==> config.mk <==
export PLATFORM = sky130hd
export DESIGN_NAME = rvc_bank
export DESIGN_NICKNAME = d
export VERILOG_FILES = /design/src/rvc_pkg.sv /design/src/rvc_bank.sv /design/src/rvc_target_sel.sv
export SDC_FILE = /design/constraint.sdc
export NUM_CORES = 1
export LEC_CHECK = 0
export BUFFER_PORTS_ARGS = -buffer_cell sky130_fd_sc_hd__buf_2
export CAP_MARGIN = 10
export CORE_MARGIN = 2
export CORE_UTILIZATION = 53
export CTS_CLUSTER_DIAMETER = 80
export DETAILED_ROUTE_END_ITERATION = 10
export PLACE_DENSITY_LB_ADDON = 0.1
export SLEW_MARGIN = 0
export SYNTH_ARGS = -nofsm -noshare
export SYNTH_HDL_FRONTEND = slang
export SYNTH_HIERARCHICAL = 1
export SYNTH_SLANG_ARGS = --single-unit
==> constraint.sdc <==
create_clock -name clk -period 1.78 [get_ports clk]
set_input_delay 0.178 -clock clk [delete_from_list [all_inputs] [get_ports clk]]
set_output_delay 0.178 -clock clk [all_outputs]
set_load 0.01 [all_outputs]
==> src/rvc_pkg.sv <==
// Purpose: Shared constants and carriers for the rail voltage code register bank.
// Assumes: Byte-wide registers reached through the serial management port's register access.
// Notes: Factory defaults arrive as a struct from the non-volatile configuration.

package rvc_pkg;

    // ************************************************************
    // Register offsets
    // ************************************************************

    // Address width of the management port's register space.
    localparam int unsigned ADDR_W = 8;
    // Data width of every register.
    localparam int unsigned DATA_W = 8;

    // Sleep code of step down rail five.
    localparam logic [7:0] OFS_RAIL5_SLEEP_CODE = 8'h97;
    // Normal code and fall mode of step down rail six.
    localparam logic [7:0] OFS_RAIL6_NORMAL_CODE = 8'h98;
    // Sleep code of step down rail six.
    localparam logic [7:0] OFS_RAIL6_SLEEP_CODE = 8'h99;
    // Sleep and normal codes of the second auxiliary linear regulator.
    localparam logic [7:0] OFS_AUX_LINEAR2_CODES = 8'h9A;
    // Sleep and normal codes of the third auxiliary linear regulator.
    localparam logic [7:0] OFS_AUX_LINEAR3_CODES = 8'h9B;

    // ************************************************************
    // Field layout
    // ************************************************************

    // Step down rail codes are seven bits in bits 7 to 1.
    localparam int unsigned STEP_CODE_W = 7;
    localparam int unsigned STEP_CODE_LSB = 1;
    // Bit 0 of the normal code register selects passive fall.
    localparam int unsigned FALL_SEL_BIT = 0;
    // Linear regulator codes are four bits each.
    localparam int unsigned LIN_CODE_W = 4;
    localparam int unsigned LIN_SLEEP_LSB = 4;
    localparam int unsigned LIN_NORMAL_LSB = 0;
    // Value read from unmapped addresses and held in the read data under reset.
    localparam logic [7:0] READ_ZERO = 8'h00;
    // Value of a reserved read-only bit.
    localparam logic RESERVED_BIT_VAL = 1'b0;
    // Constant held by code registers under asynchronous reset.
    localparam logic [7:0] RESET_BYTE = 8'h00;

    // ************************************************************
    // Carriers
    // ************************************************************

    // Factory-programmed reset contents of the bank.
    typedef struct packed {
        logic [6:0] rail5_sleep;
        logic [6:0] rail6_normal;
        logic rail6_fall;
        logic [6:0] rail6_sleep;
        logic [3:0] lin2_sleep;
        logic [3:0] lin2_normal;
        logic [3:0] lin3_sleep;
        logic [3:0] lin3_normal;
    } rvc_defaults_t;

    // Sleep configuration of one rail: enable and the assigned pin index.
    typedef struct packed {
        logic enable;
        logic pin_sel;
    } rvc_sleep_cfg_t;

endpackage : rvc_pkg

==> src/rvc_bank.sv <==
// Purpose: Byte-wide voltage code registers for rails five and six and two linear regulators.
// Assumes: The serial management port presents decoded byte reads and writes on clk.
// Notes: Contents load from factory defaults on the first edge after reset release.
//
// Behaviour
// - Rail five sleep code in bits 7:1.
// - Offset 98h bits 7:1 rail six normal code.
// - Bit 0 clear: actively slew down.
// - Bit 0 set: passive decay down.
// - Offset 99h rail six sleep code, bit0 reserved.
// - Offset 9Ah bits 7:4 linear two sleep.
// - Offset 9Ah bits 3:0 linear two normal.
// - Offset 9Bh bits 7:4 linear three sleep.
// - Offset 9Bh bits 3:0 linear three normal.
// - Sleep code when enabled and pin low.

`timescale 1ns/1ns
`default_nettype none

module rvc_bank #(
    parameter int unsigned NPIN = 2
) (
    // Clock and reset.
    input wire logic clk,
    input wire logic rst,
    // Register access from the serial management port.
    input wire logic wr_en,
    input wire logic rd_en,
    input wire logic [rvc_pkg::ADDR_W-1:0] addr,
    input wire logic [rvc_pkg::DATA_W-1:0] wr_data,
    output logic [rvc_pkg::DATA_W-1:0] rd_data_ff,
    output logic rd_valid_ff,
    // Factory configuration.
    input wire rvc_pkg::rvc_defaults_t factory_defaults,
    input wire rvc_pkg::rvc_sleep_cfg_t rail5_sleep_cfg,
    input wire rvc_pkg::rvc_sleep_cfg_t rail6_sleep_cfg,
    input wire rvc_pkg::rvc_sleep_cfg_t lin2_sleep_cfg,
    input wire rvc_pkg::rvc_sleep_cfg_t lin3_sleep_cfg,
    // Sleep control pins and rail five's normal code held elsewhere.
    input wire logic [NPIN-1:0] sleep_pins,
    input wire logic [rvc_pkg::STEP_CODE_W-1:0] rail5_normal_code,
    // Regulator targets.
    output logic [rvc_pkg::STEP_CODE_W-1:0] rail5_target_ff,
    output logic [rvc_pkg::STEP_CODE_W-1:0] rail6_target_ff,
    output logic [rvc_pkg::LIN_CODE_W-1:0] aux_linear2_target_ff,
    output logic [rvc_pkg::LIN_CODE_W-1:0] aux_linear3_target_ff,
    // Rail six fall behaviour and sleep state.
    output logic rail6_passive_fall_select_ff,
    output logic rail6_in_sleep_ff,
    // High while the bank still holds reset constants.
    output logic loading_ff
);

    // ************************************************************
    // Checks
    // ************************************************************

    // One pin select bit can address at most two pins.
    initial begin
        if (NPIN < 1 || NPIN > 2) begin
            $error("rvc_bank: NPIN must be 1 or 2");
        end
    end

    // ************************************************************
    // Storage
    // ************************************************************

    // Step down rail codes.
    logic [rvc_pkg::STEP_CODE_W-1:0] rail5_sleep_target_ff;
    logic [rvc_pkg::STEP_CODE_W-1:0] rail6_normal_target_ff;
    logic [rvc_pkg::STEP_CODE_W-1:0] rail6_sleep_target_ff;
    // Rail six fall mode: zero slews actively, one decays passively.
    logic rail6_fall_ff;
    // Linear regulator codes.
    logic [rvc_pkg::LIN_CODE_W-1:0] aux_linear2_sleep_target_ff;
    logic [rvc_pkg::LIN_CODE_W-1:0] aux_linear2_normal_target_ff;
    logic [rvc_pkg::LIN_CODE_W-1:0] aux_linear3_sleep_target_ff;
    logic [rvc_pkg::LIN_CODE_W-1:0] aux_linear3_normal_target_ff;
    // Sleep state of the other rails; kept for visibility, not driven out.
    logic rail5_in_sleep;
    logic lin2_in_sleep;
    logic lin3_in_sleep;

    // Tests whether an address matches a given offset.
    function automatic logic hit(input logic [7:0] a, input logic [7:0] ofs);
        hit = (a == ofs);
    endfunction : hit

    // ************************************************************
    // Factory load
    // ************************************************************

    // The asynchronous reset may only load constants, so the factory values are
    // caught by this flag on the first edge after release.
    always_ff @(posedge clk or posedge rst) begin
        if (rst) begin
            loading_ff <= 1'b1;
        end else begin
            loading_ff <= 1'b0;
        end
    end

    // ************************************************************
    // Register writes
    // ************************************************************

    // Rail five sleep code; writes during the load cycle lose to the defaults.
    always_ff @(posedge clk or posedge rst) begin
        if (rst) begin
            rail5_sleep_target_ff <= rvc_pkg::RESET_BYTE[rvc_pkg::STEP_CODE_W-1:0];
        end else if (loading_ff) begin
            rail5_sleep_target_ff <= factory_defaults.rail5_sleep;
        end else if (wr_en && hit(addr, rvc_pkg::OFS_RAIL5_SLEEP_CODE)) begin
            rail5_sleep_target_ff <= wr_data[rvc_pkg::STEP_CODE_LSB +: rvc_pkg::STEP_CODE_W];
        end
    end

    // Rail six normal code and its fall mode bit.
    always_ff @(posedge clk or posedge rst) begin
        if (rst) begin
            rail6_normal_target_ff <= rvc_pkg::RESET_BYTE[rvc_pkg::STEP_CODE_W-1:0];
            rail6_fall_ff <= rvc_pkg::RESET_BYTE[0];
        end else if (loading_ff) begin
            rail6_normal_target_ff <= factory_defaults.rail6_normal;
            rail6_fall_ff <= factory_defaults.rail6_fall;
        end else if (wr_en && hit(addr, rvc_pkg::OFS_RAIL6_NORMAL_CODE)) begin
            rail6_normal_target_ff <= wr_data[rvc_pkg::STEP_CODE_LSB +: rvc_pkg::STEP_CODE_W];
            rail6_fall_ff <= wr_data[rvc_pkg::FALL_SEL_BIT];
        end
    end

    // Rail six sleep code; bit 0 of the write is dropped, it is reserved.
    always_ff @(posedge clk or posedge rst) begin
        if (rst) begin
            rail6_sleep_target_ff <= rvc_pkg::RESET_BYTE[rvc_pkg::STEP_CODE_W-1:0];
        end else if (loading_ff) begin
            rail6_sleep_target_ff <= factory_defaults.rail6_sleep;
        end else if (wr_en && hit(addr, rvc_pkg::OFS_RAIL6_SLEEP_CODE)) begin
            rail6_sleep_target_ff <= wr_data[rvc_pkg::STEP_CODE_LSB +: rvc_pkg::STEP_CODE_W];
        end
    end

    // Second auxiliary linear regulator: sleep nibble high, normal nibble low.
    always_ff @(posedge clk or posedge rst) begin
        if (rst) begin
            aux_linear2_sleep_target_ff <= rvc_pkg::RESET_BYTE[rvc_pkg::LIN_CODE_W-1:0];
            aux_linear2_normal_target_ff <= rvc_pkg::RESET_BYTE[rvc_pkg::LIN_CODE_W-1:0];
        end else if (loading_ff) begin
            aux_linear2_sleep_target_ff <= factory_defaults.lin2_sleep;
            aux_linear2_normal_target_ff <= factory_defaults.lin2_normal;
        end else if (wr_en && hit(addr, rvc_pkg::OFS_AUX_LINEAR2_CODES)) begin
            aux_linear2_sleep_target_ff <= wr_data[rvc_pkg::LIN_SLEEP_LSB +: rvc_pkg::LIN_CODE_W];
            aux_linear2_normal_target_ff <= wr_data[rvc_pkg::LIN_NORMAL_LSB +: rvc_pkg::LIN_CODE_W];
        end
    end

    // Third auxiliary linear regulator: same layout as the second.
    always_ff @(posedge clk or posedge rst) begin
        if (rst) begin
            aux_linear3_sleep_target_ff <= rvc_pkg::RESET_BYTE[rvc_pkg::LIN_CODE_W-1:0];
            aux_linear3_normal_target_ff <= rvc_pkg::RESET_BYTE[rvc_pkg::LIN_CODE_W-1:0];
        end else if (loading_ff) begin
            aux_linear3_sleep_target_ff <= factory_defaults.lin3_sleep;
            aux_linear3_normal_target_ff <= factory_defaults.lin3_normal;
        end else if (wr_en && hit(addr, rvc_pkg::OFS_AUX_LINEAR3_CODES)) begin
            aux_linear3_sleep_target_ff <= wr_data[rvc_pkg::LIN_SLEEP_LSB +: rvc_pkg::LIN_CODE_W];
            aux_linear3_normal_target_ff <= wr_data[rvc_pkg::LIN_NORMAL_LSB +: rvc_pkg::LIN_CODE_W];
        end
    end

    // ************************************************************
    // Register reads
    // ************************************************************

    // Read data for this cycle's address.
    logic [rvc_pkg::DATA_W-1:0] nxt_rd_data;

    // Reserved bits read as zero; unmapped addresses return zero so the port
    // never reflects stale data.
    always_comb begin
        nxt_rd_data = rvc_pkg::READ_ZERO;
        if (hit(addr, rvc_pkg::OFS_RAIL5_SLEEP_CODE)) begin
            nxt_rd_data = {rail5_sleep_target_ff, rvc_pkg::RESERVED_BIT_VAL};
        end else if (hit(addr, rvc_pkg::OFS_RAIL6_NORMAL_CODE)) begin
            nxt_rd_data = {rail6_normal_target_ff, rail6_fall_ff};
        end else if (hit(addr, rvc_pkg::OFS_RAIL6_SLEEP_CODE)) begin
            nxt_rd_data = {rail6_sleep_target_ff, rvc_pkg::RESERVED_BIT_VAL};
        end else if (hit(addr, rvc_pkg::OFS_AUX_LINEAR2_CODES)) begin
            nxt_rd_data = {aux_linear2_sleep_target_ff, aux_linear2_normal_target_ff};
        end else if (hit(addr, rvc_pkg::OFS_AUX_LINEAR3_CODES)) begin
            nxt_rd_data = {aux_linear3_sleep_target_ff, aux_linear3_normal_target_ff};
        end
    end

    // Read data is held until the next read; valid marks it for one cycle.
    always_ff @(posedge clk or posedge rst) begin
        if (rst) begin
            rd_data_ff <= rvc_pkg::READ_ZERO;
            rd_valid_ff <= 1'b0;
        end else begin
            rd_valid_ff <= rd_en;
            if (rd_en) begin
                rd_data_ff <= nxt_rd_data;
            end
        end
    end

    // ************************************************************
    // Fall mode
    // ************************************************************

    // The regulator slews actively when low and lets the output decay when high;
    // in decay the fall rate is set by the load, not by this logic.
    always_ff @(posedge clk or posedge rst) begin
        if (rst) begin
            rail6_passive_fall_select_ff <= 1'b0;
        end else begin
            rail6_passive_fall_select_ff <= rail6_fall_ff;
        end
    end

    // ************************************************************
    // Target selection
    // ************************************************************

    // Rail five: only its sleep code lives here.
    rvc_target_sel #(.CODE_W(rvc_pkg::STEP_CODE_W), .NPIN(NPIN)) u_sel_rail5 (
        .clk(clk),
        .rst(rst),
        .normal_code(rail5_normal_code),
        .sleep_code(rail5_sleep_target_ff),
        .sleep_cfg(rail5_sleep_cfg),
        .sleep_pins(sleep_pins),
        .target_ff(rail5_target_ff),
        .in_sleep_ff(rail5_in_sleep)
    );

    // Rail six.
    rvc_target_sel #(.CODE_W(rvc_pkg::STEP_CODE_W), .NPIN(NPIN)) u_sel_rail6 (
        .clk(clk),
        .rst(rst),
        .normal_code(rail6_normal_target_ff),
        .sleep_code(rail6_sleep_target_ff),
        .sleep_cfg(rail6_sleep_cfg),
        .sleep_pins(sleep_pins),
        .target_ff(rail6_target_ff),
        .in_sleep_ff(rail6_in_sleep_ff)
    );

    // Second auxiliary linear regulator.
    rvc_target_sel #(.CODE_W(rvc_pkg::LIN_CODE_W), .NPIN(NPIN)) u_sel_lin2 (
        .clk(clk),
        .rst(rst),
        .normal_code(aux_linear2_normal_target_ff),
        .sleep_code(aux_linear2_sleep_target_ff),
        .sleep_cfg(lin2_sleep_cfg),
        .sleep_pins(sleep_pins),
        .target_ff(aux_linear2_target_ff),
        .in_sleep_ff(lin2_in_sleep)
    );

    // Third auxiliary linear regulator.
    rvc_target_sel #(.CODE_W(rvc_pkg::LIN_CODE_W), .NPIN(NPIN)) u_sel_lin3 (
        .clk(clk),
        .rst(rst),
        .normal_code(aux_linear3_normal_target_ff),
        .sleep_code(aux_linear3_sleep_target_ff),
        .sleep_cfg(lin3_sleep_cfg),
        .sleep_pins(sleep_pins),
        .target_ff(aux_linear3_target_ff),
        .in_sleep_ff(lin3_in_sleep)
    );

endmodule : rvc_bank

`default_nettype wire

==> src/rvc_target_sel.sv <==
// Purpose: Picks the normal or sleep code of one rail and registers it as the target.
// Assumes: Sleep pins are synchronous to clk.
// Notes: Sleep applies only when enabled and the assigned pin is low.

`timescale 1ns/1ns
`default_nettype none

module rvc_target_sel #(
    parameter int unsigned CODE_W = 7,
    parameter int unsigned NPIN = 2
) (
    // Clock and reset.
    input wire logic clk,
    input wire logic rst,
    // Codes from the bank.
    input wire logic [CODE_W-1:0] normal_code,
    input wire logic [CODE_W-1:0] sleep_code,
    // Sleep configuration and pins.
    input wire rvc_pkg::rvc_sleep_cfg_t sleep_cfg,
    input wire logic [NPIN-1:0] sleep_pins,
    // Target to the regulator and the mode it is in.
    output logic [CODE_W-1:0] target_ff,
    output logic in_sleep_ff
);

    // ************************************************************
    // Checks
    // ************************************************************

    // The pin select is one bit, so at most two sleep pins can be assigned.
    initial begin
        if (CODE_W < 1 || NPIN < 1 || NPIN > 2) begin
            $error("rvc_target_sel: unsupported CODE_W or NPIN");
        end
    end

    // ************************************************************
    // Selection
    // ************************************************************

    // Level of the pin this rail listens to.
    logic pin_level;
    // Sleep decision for this cycle.
    logic nxt_in_sleep;

    // Pin index beyond NPIN falls back to pin zero rather than reading off the end.
    always_comb begin
        pin_level = sleep_pins[0];
        if (NPIN > 1 && sleep_cfg.pin_sel) begin
            pin_level = sleep_pins[NPIN-1];
        end
        nxt_in_sleep = sleep_cfg.enable && !pin_level;
    end

    // Target follows a write to the selected code on the next edge, with no handshake.
    always_ff @(posedge clk or posedge rst) begin
        if (rst) begin
            target_ff <= '0;
            in_sleep_ff <= 1'b0;
        end else begin
            target_ff <= nxt_in_sleep ? sleep_code : normal_code;
            in_sleep_ff <= nxt_in_sleep;
        end
    end

endmodule : rvc_target_sel

`default_nettype wire

Word-level counts from Yosys, hierarchy flattened

Cells that the tools add are included.

Register bits: 72
Word-level logic and storage cells: 69

Muxes and demuxes: 29
Eq/ne operators: 5
Reduce and logical (&&, ||, !) cells: 18

Operators with widths:

| operator                                   | count |
|---|---|
| 7-bit two-way mux                          | 8 |
| 8-bit equality test, second input constant | 5 |
| 4-bit two-way mux                          | 10 |
| 8-bit two-way mux                          | 5 |
| 2-bit nonzero test                         | 5 |
| 1-bit logical AND                          | 9 |
| 1-bit two-way mux                          | 6 |
| 1-bit logical NOT                          | 4 |

Longest topological paths before layout

Gate-level depths: netlist of the first run.

Depth in word-level cells: 6
Mapped depth: 6

Cells and area by module

The synthesis of the first run kept the hierarchy.

Modules (own cells, without submodules):

| module                            | sequential area each (µm²) | times used | area each (µm²) | cells an instance |
|---|---|---|---|---|
| rvc_bank                          | 1227.4                     | 1          | 3020.4          | 305 |
| rvc_target_sel at u_sel_rail5 ... | 200.2                      | 2          | 302.8           | 19 |
| rvc_target_sel at u_sel_lin2 ...  | 125.1                      | 2          | 209.0           | 13 |

Least setup slack after synthesis of the first run

No wires, ideal clock.

Kind: flip-flop to flip-flop
Start: register loading_ff
End: register rail5_sleep_target_ff[0] (netlist bit)
Path slack: 399 ps
Data arrival time: 1251 ps
Required time: 1650 ps
Stages on the path, launching flop included: 5
Cells stage by stage: dfstp_2 -> clkbuf_1 -> clkbuf_1 -> nor2b_1 -> a21oi_1

Longest elaborated chain between the ends: 1

Ends and longest elaborated chain:

| element                                                 | RTL line        | RTL |
|---|---|---|
| start, declared                                         | rvc_bank.sv:51  | `output logic loading_ff` |
| start signal, assigned                                  | rvc_bank.sv:98  | `loading_ff <= 1'b1;` |
| start signal, assigned                                  | rvc_bank.sv:100 | `loading_ff <= 1'b0;` |
| 7-bit two-way mux or 2-bit nonzero test (tied branches) | -               |  |
| end signal, assigned                                    | rvc_bank.sv:111 | `rail5_sleep_target_ff <= rvc_pkg::RESET_BYTE[rvc_pkg::STEP_CODE_W-1:0];` |
| end signal, assigned                                    | rvc_bank.sv:113 | `rail5_sleep_target_ff <= factory_defaults.rail5_sleep;` |
| end signal, assigned                                    | rvc_bank.sv:115 | `rail5_sleep_target_ff <= wr_data[rvc_pkg::STEP_CODE_LSB +: rvc_pkg::STEP_CODE_W];` |
| end, declared                                           | rvc_bank.sv:70  | `logic [rvc_pkg::STEP_CODE_W-1:0] rail5_sleep_target_ff;` |

Parallel ways exist; a longest one is shown, timed or not.
A chain may end at the register's enable or synchronous reset.

Worst setup path in the final report of the first run

Start: register loading_ff
End: output port loading_ff

No word-level cell between the ends.

==> impl_metrics.json, run 1 <==
{
  "core_mm2": 0.007253,
  "grtUsageTotal": 0.2721,
  "rsz0062_at_grt": "false",
  "tightestPinTransition_ns": 0.7843,
  "post_cts_buffers": 0,
  "synth_cells": 363,
  "cp-startpoint": "loading_ff",
  "drc_errors": 0,
  "r2r-start": "loading_ff",
  "hpwl_um": 7945,
  "num_rows": 31,
  "post-route-util": 0.6557,
  "outcome": "completed",
  "gr-total-overflow": 0,
  "num_vias": 3446,
  "drt-total-wl_um": 10880,
  "grt_pass1_wl_um": 17480,
  "grt_pass1_vias": 3348,
  "cts_made_buffers": 9,
  "portBuffers": 108,
  "drv_slew": 0,
  "crit_required_ns": 1.60,
  "cp_max_fo": 57,
  "filler_cell_count": 608,
  "netlist_area_mm2": 0.003958,
  "skew_ns": 0.01035,
  "diodes": 0,
  "nets": 529,
  "cts_root_buf": "clkbuf_8",
  "area_growth_pct": 20.17,
  "cts.sinks": 72,
  "insertion_delay_ns": 0.36,
  "ff_latch_area_mm2": 0.001807,
  "cp-endpoint": "loading_ff",
  "die_w_um": 90.41,
  "leakage_uw": 0.002068,
  "min_period_over_period": 0.9539,
  "drt_iter0_drc": 220,
  "io_pins": 109,
  "setup.reg_to_reg.worst_slack_ns": 0.37,
  "cts_max_level": 3,
  "slew-limit-headroom": 0.4739,
  "die_y_um": 90.41,
  "finalWeightedCongestion": 0.9390,
  "cp-end-kind": "primary output",
  "fp.dieArea_mm2": 0.008174,
  "p_per_area_mw_per_mm2": 856.6,
  "worstReg2RegEnd": "rail6_normal_target_ff[6]",
  "drt-wirelength-per-cell_um": 19.50,
  "worstPathArrival_ns": 1.52,
  "cp_cell_sequence": "buf_12 -> buf_2",
  "synth_area_per_cell_um2": 10.90,
  "ant_nets": 0,
  "period_needed_ns": 1.698,
  "max_stage_delay_ns": 0.74,
  "yosys_warnings": 6,
  "start_util": 0.5456,
  "max_freq_mhz": 588.9,
  "multiInputGateArea_mm2": 0.001916,
  "critPathKind": "reg2out",
  "irDropWorstVdd_v": 0.0004155,
  "cp-start-kind": "register",
  "grt_antenna_before_repair": 0,
  "final-hold-violation-count": 0,
  "clockBufferDepth": 2,
  "hp-class": "in2reg",
  "crit_path_top_delay_cell": "dfstp_4",
  "ff2ff_path_depth": 3,
  "drive_above_1_share": 0.3682,
  "path_clk_slew_ns": 0.08,
  "firstDrtPassIters": 5,
  "cap_violations": 0,
  "vias_per_cell": 6.176,
  "grt_max_degree": 58,
  "cts_tree": "done",
  "syn-num-nets": 438,
  "finalSetupTns_ns": 0,
  "finalSetupViolations": 0
}
==> final cells by class <==
type | instances | area share
multi-input combinational | 244 | 0.4028
sequential | 72 | 0.3799
clock buffer | 9 | 0.02605
tap | 99 | 0.02605
timing repair buffer | 120 | 0.1384
clock inverter | 7 | 0.02131
inverter | 7 | 0.005525
==> state kept, by name (all words and copies together), names as in the netlist <==
signal	cells
u_sel_lin3/target_ff	4
u_sel_rail6/target_ff	7
u_sel_rail5/target_ff	7
u_sel_rail6/in_sleep_ff	1
u_sel_lin2/target_ff	4
aux_linear3_normal_target_ff	4
rail6_fall_ff	1
loading_ff	1
rail6_passive_fall_select_ff	1
rd_valid_ff	1
aux_linear3_sleep_target_ff	4
rd_data_ff	8
rail5_sleep_target_ff	7
rail6_sleep_target_ff	7
aux_linear2_normal_target_ff	4
aux_linear2_sleep_target_ff	4
rail6_normal_target_ff	7
==> through the flow <==
stage / setup WS (ns) / power [uW] / cell area (um2) / std cells / hold WS (ns)
final: 0.08201 / 4074 / 4756 / 558 / 0.05132
after global routing: 0.02879 / 4224 / 4756 / 558 / 0.06194
after CTS: 0.05767 / 4054 / 4752 / 558 / 0.05325
after detailed placement: 0.2095 / 2604 / 4517 / 541 / 0.1185
after global placement: 0.2483 / 2590 / 4517 / 541 / 0.1155
after floorplan: 0.3994 / 2311 / 3958 / 363 / -0.05592
==> what timing repair did <==
item                       in CTS  in global routing
hold buffers                    1                  0
setup endpoints to repair       0                  1
resized for setup               0                  1
hold endpoints to repair       42                  0
==> worst min path at each step <==
stage,slack [ns],depth (start not counted),from,endpoint
after floorplan,-0.06,1,rst,u_sel_lin2/target_ff[0]
after global placement,0.12,2,rst,u_sel_lin3/target_ff[0]
after detailed placement,0.12,2,rst,u_sel_lin2/target_ff[2]
after CTS,0.05,2,rail5_normal_code[2],u_sel_rail5/target_ff[2]
after global routing,0.06,2,rail5_normal_code[1],u_sel_rail5/target_ff[1]
final,0.05,2,rail5_normal_code[2],u_sel_rail5/target_ff[2]
==> worst max-delay path, delay by kind of cell, from the launching register on <==
| family | cells | cell delay, ns |
|---|---|---|
| buffers and inverters | 2 | 0.42 |
| DFF | 1 | 0.74 |
==> routing by layer <==
metal / vias up / GRT usage / share of wire
met2: 174 / 0.4148 / 0.47
met1: 1680 / 0.3934 / 0.43
met3: 26 / 0.03756 / 0.070
met5: - / 0 / 0
li1: 1566 / - / -
met4: 0 / 0.1141 / 0.030
==> layout by cell type (no fill, tap or decap), types with 2 or more instances in the layout <==
master	instances
nand4bb_1	2
inv_6	3
bufinv_16	2
and4bb_2	2
mux2i_1	5
mux4_1	4
dfrtp_1	71
nand3_1	8
a41oi_1	30
buf_2	108
a21oi_1	38
nor2b_1	48
buf_12	2
clkbuf_8	9
nand2b_1	9
nand2_2	4
mux4_2	3
mux2_4	8
buf_4	9
o31ai_1	38
nand4_1	14
inv_1	6
mux2_2	14
clkinvlp_4	2
a31oi_1	8
==> power by group <==
group,internal [uW],switching [uW]
Sequential,1780,118
Combinational,329,357
Clock,803,689
Total,2910,1160
Power figures use the tool's default switching activity.
==> run 2: changes to the inputs <==
--- a/config.mk
+++ b/config.mk
@@ -5,12 +5,13 @@
 export SDC_FILE = /design/constraint.sdc
 export NUM_CORES = 1
 export LEC_CHECK = 0
-export BUFFER_PORTS_ARGS = -buffer_cell sky130_fd_sc_hd__buf_2
+export ABC_AREA = 1
 export CAP_MARGIN = 10
 export CORE_MARGIN = 2
-export CORE_UTILIZATION = 53
+export CORE_UTILIZATION = 55
 export CTS_CLUSTER_DIAMETER = 80
 export DETAILED_ROUTE_END_ITERATION = 10
+export DONT_BUFFER_PORTS = 1
 export PLACE_DENSITY_LB_ADDON = 0.1
 export SLEW_MARGIN = 0
 export SYNTH_ARGS = -nofsm -noshare
==> impl_metrics.json, run 2 <==
{
  "swShare": 0.2673,
  "skew_ns": 0.005593,
  "gr-usage-met3": 0.08463,
  "io_pins": 109,
  "cp-end-kind": "register",
  "pwr-share-comb": 0.113,
  "clockBufferDepth": 2,
  "busiest_layer": "met1",
  "drc_errors": 0,
  "cts_resized": 0,
  "gr-total-overflow": 0,
  "period_needed_ns": 1.579,
  "grt_pass1_vias": 2955,
  "synth_cells": 441,
  "netlist_area_mm2": 0.003621,
  "drt-total-wl_um": 9819,
  "cts.sinks": 72,
  "leakage_uw": 0.002094,
  "num_vias": 3180,
  "core_mm2": 0.006350,
  "cts_max_level": 3,
  "internal_power_uw": 2957,
  "hp-class": "in2reg",
  "post-route-util": 0.6656,
  "finalSetupViolations": 0,
  "final_cell_mix": "108 x nand2_1, 71 x dfrtp_1, 46 x nand3_1",
  "nets": 547,
  "insertion_delay_ns": 0.36,
  "drt-wirelength-per-cell_um": 17.72,
  "tightestPinTransition_ns": 0.6220,
  "grtUsageTotal": 0.2833,
  "cts_tree": "done",
  "finalSetupTns_ns": 0,
  "irDropWorstVdd_v": 0.0007905,
  "drive_above_1_share": 0.1027,
  "cts_made_buffers": 9,
  "p_per_area_mw_per_mm2": 955.1,
  "die_w_um": 85.14,
  "seqPwrFrac": 0.488,
  "largest_reg_flops": 8,
  "yosys_warnings": 6,
  "ant_nets": 0,
  "num_rows": 29,
  "crit_required_ns": 2.00,
  "grt_max_degree": 50,
  "diodes": 0,
  "final_common_cell": "nand2_1",
  "syn-num-nets": 516,
  "path_clk_slew_ns": 0.08,
  "cp-start-kind": "register",
  "start_util": 0.5702,
  "area_growth_pct": 16.72,
  "firstDrtPassIters": 5,
  "cap_violations": 0,
  "place_inst": 508,
  "vias_per_cell": 5.740,
  "dpl_cell_area_mm2": 0.003674,
  "top_register": "rd_data_ff",
  "cp_max_fo": 18,
  "worstPathArrival_ns": 1.80,
  "fp.dieArea_mm2": 0.007249,
  "outcome": "completed",
  "slew-limit-headroom": 0.5854,
  "critPathKind": "reg2reg",
  "synth_area_per_cell_um2": 8.211,
  "hpwl_um": 7187,
  "grt_antenna_before_repair": 0,
  "max_freq_mhz": 633.5,
  "met1_usage": 0.4104,
  "rsz0062_at_grt": "false",
  "final_cells": 554,
  "portBuffers": 0,
  "drt_iter0_drc": 287,
  "min_period_over_period": 0.8869,
  "drv_slew": 0,
  "grt_pass1_wl_um": 15500,
  "cts_root_buf": "clkbuf_8",
  "final_cell_area_mm2": 0.004227,
  "final-hold-violation-count": 0,
  "p_clk_frac": 0.399,
  "finalWeightedCongestion": 0.8781,
  "grtUsageMet2": 0.4027,
  "die_y_um": 85.14,
  "switchingPower_uw": 1079
}
==> run 2: per-stage QoR <==
stage               hold WS [ns]  worst slack [ns]  total power, uW
finish                0.00004430            0.2014             4037
global route            0.007050           0.05199             4212
CTS                    0.0001009            0.1934             4055
detailed placement      -0.04802            0.2317             2377
global placement        -0.05057            0.2425             2368
floorplan               -0.05592            0.4159             2262
==> run 2: worst max-delay path, cell delays in order, from the launching register on <==
cell and delay (ns):
dfstp_2 0.38, inv_1 0.44, nand2_1 0.11, inv_1 0.37, o21ai_0 0.15
==> run 2: layout make-up <==
class,count,area [um2]
fillers,545,2123
flip-flops and latches,72,1803
multi-input cells,309,1568
repair buffers,35,337.8
inverters,45,168.9
clock buffers,10,137.6
clock inverters,6,115.1
well taps,77,96.34
==> run 2: worst paths after layout <==
path                               startpoint                             end  slack, ns  cells after the start
setup / recovery                   loading_ff  aux_linear3_sleep_target_ff[2]       0.20                      4
hold / removal             rail5_sleep_cfg[1]        u_sel_rail5/target_ff[6]    0.00004                      2
setup reg to reg                   loading_ff  aux_linear3_sleep_target_ff[2]       0.20                      4
hold reg to reg                 rail6_fall_ff    rail6_passive_fall_select_ff       0.44                      0
max in group asynchronous                 rst                   rd_data_ff[4]       0.81                      3
min in group asynchronous                 rst         u_sel_lin2/target_ff[1]       0.27                      2
==> run 2: timing repair <==
action / 4_1_cts / 5_1_grt
hold endpoints to repair: 108 / 0
buffers inserted: 0 / 0
hold buffers: 30 / 0
==> run 2: routing by layer <==
metal / vias up / part of all wire
met1: 1491 / 0.45
met4: 0 / 0.022
met3: 22 / 0.086
met2: 137 / 0.44
met5: - / 0
li1: 1530 / -
==> run 2: power groups by stage <==
stage	clock network, uW	logic, uW	registers, uW
global route	1710	519	1980
floorplan	0	322	1940
finish	1610	455	1970
detailed placement	0	382	1990
global placement	0	374	1990
CTS	1640	454	1960
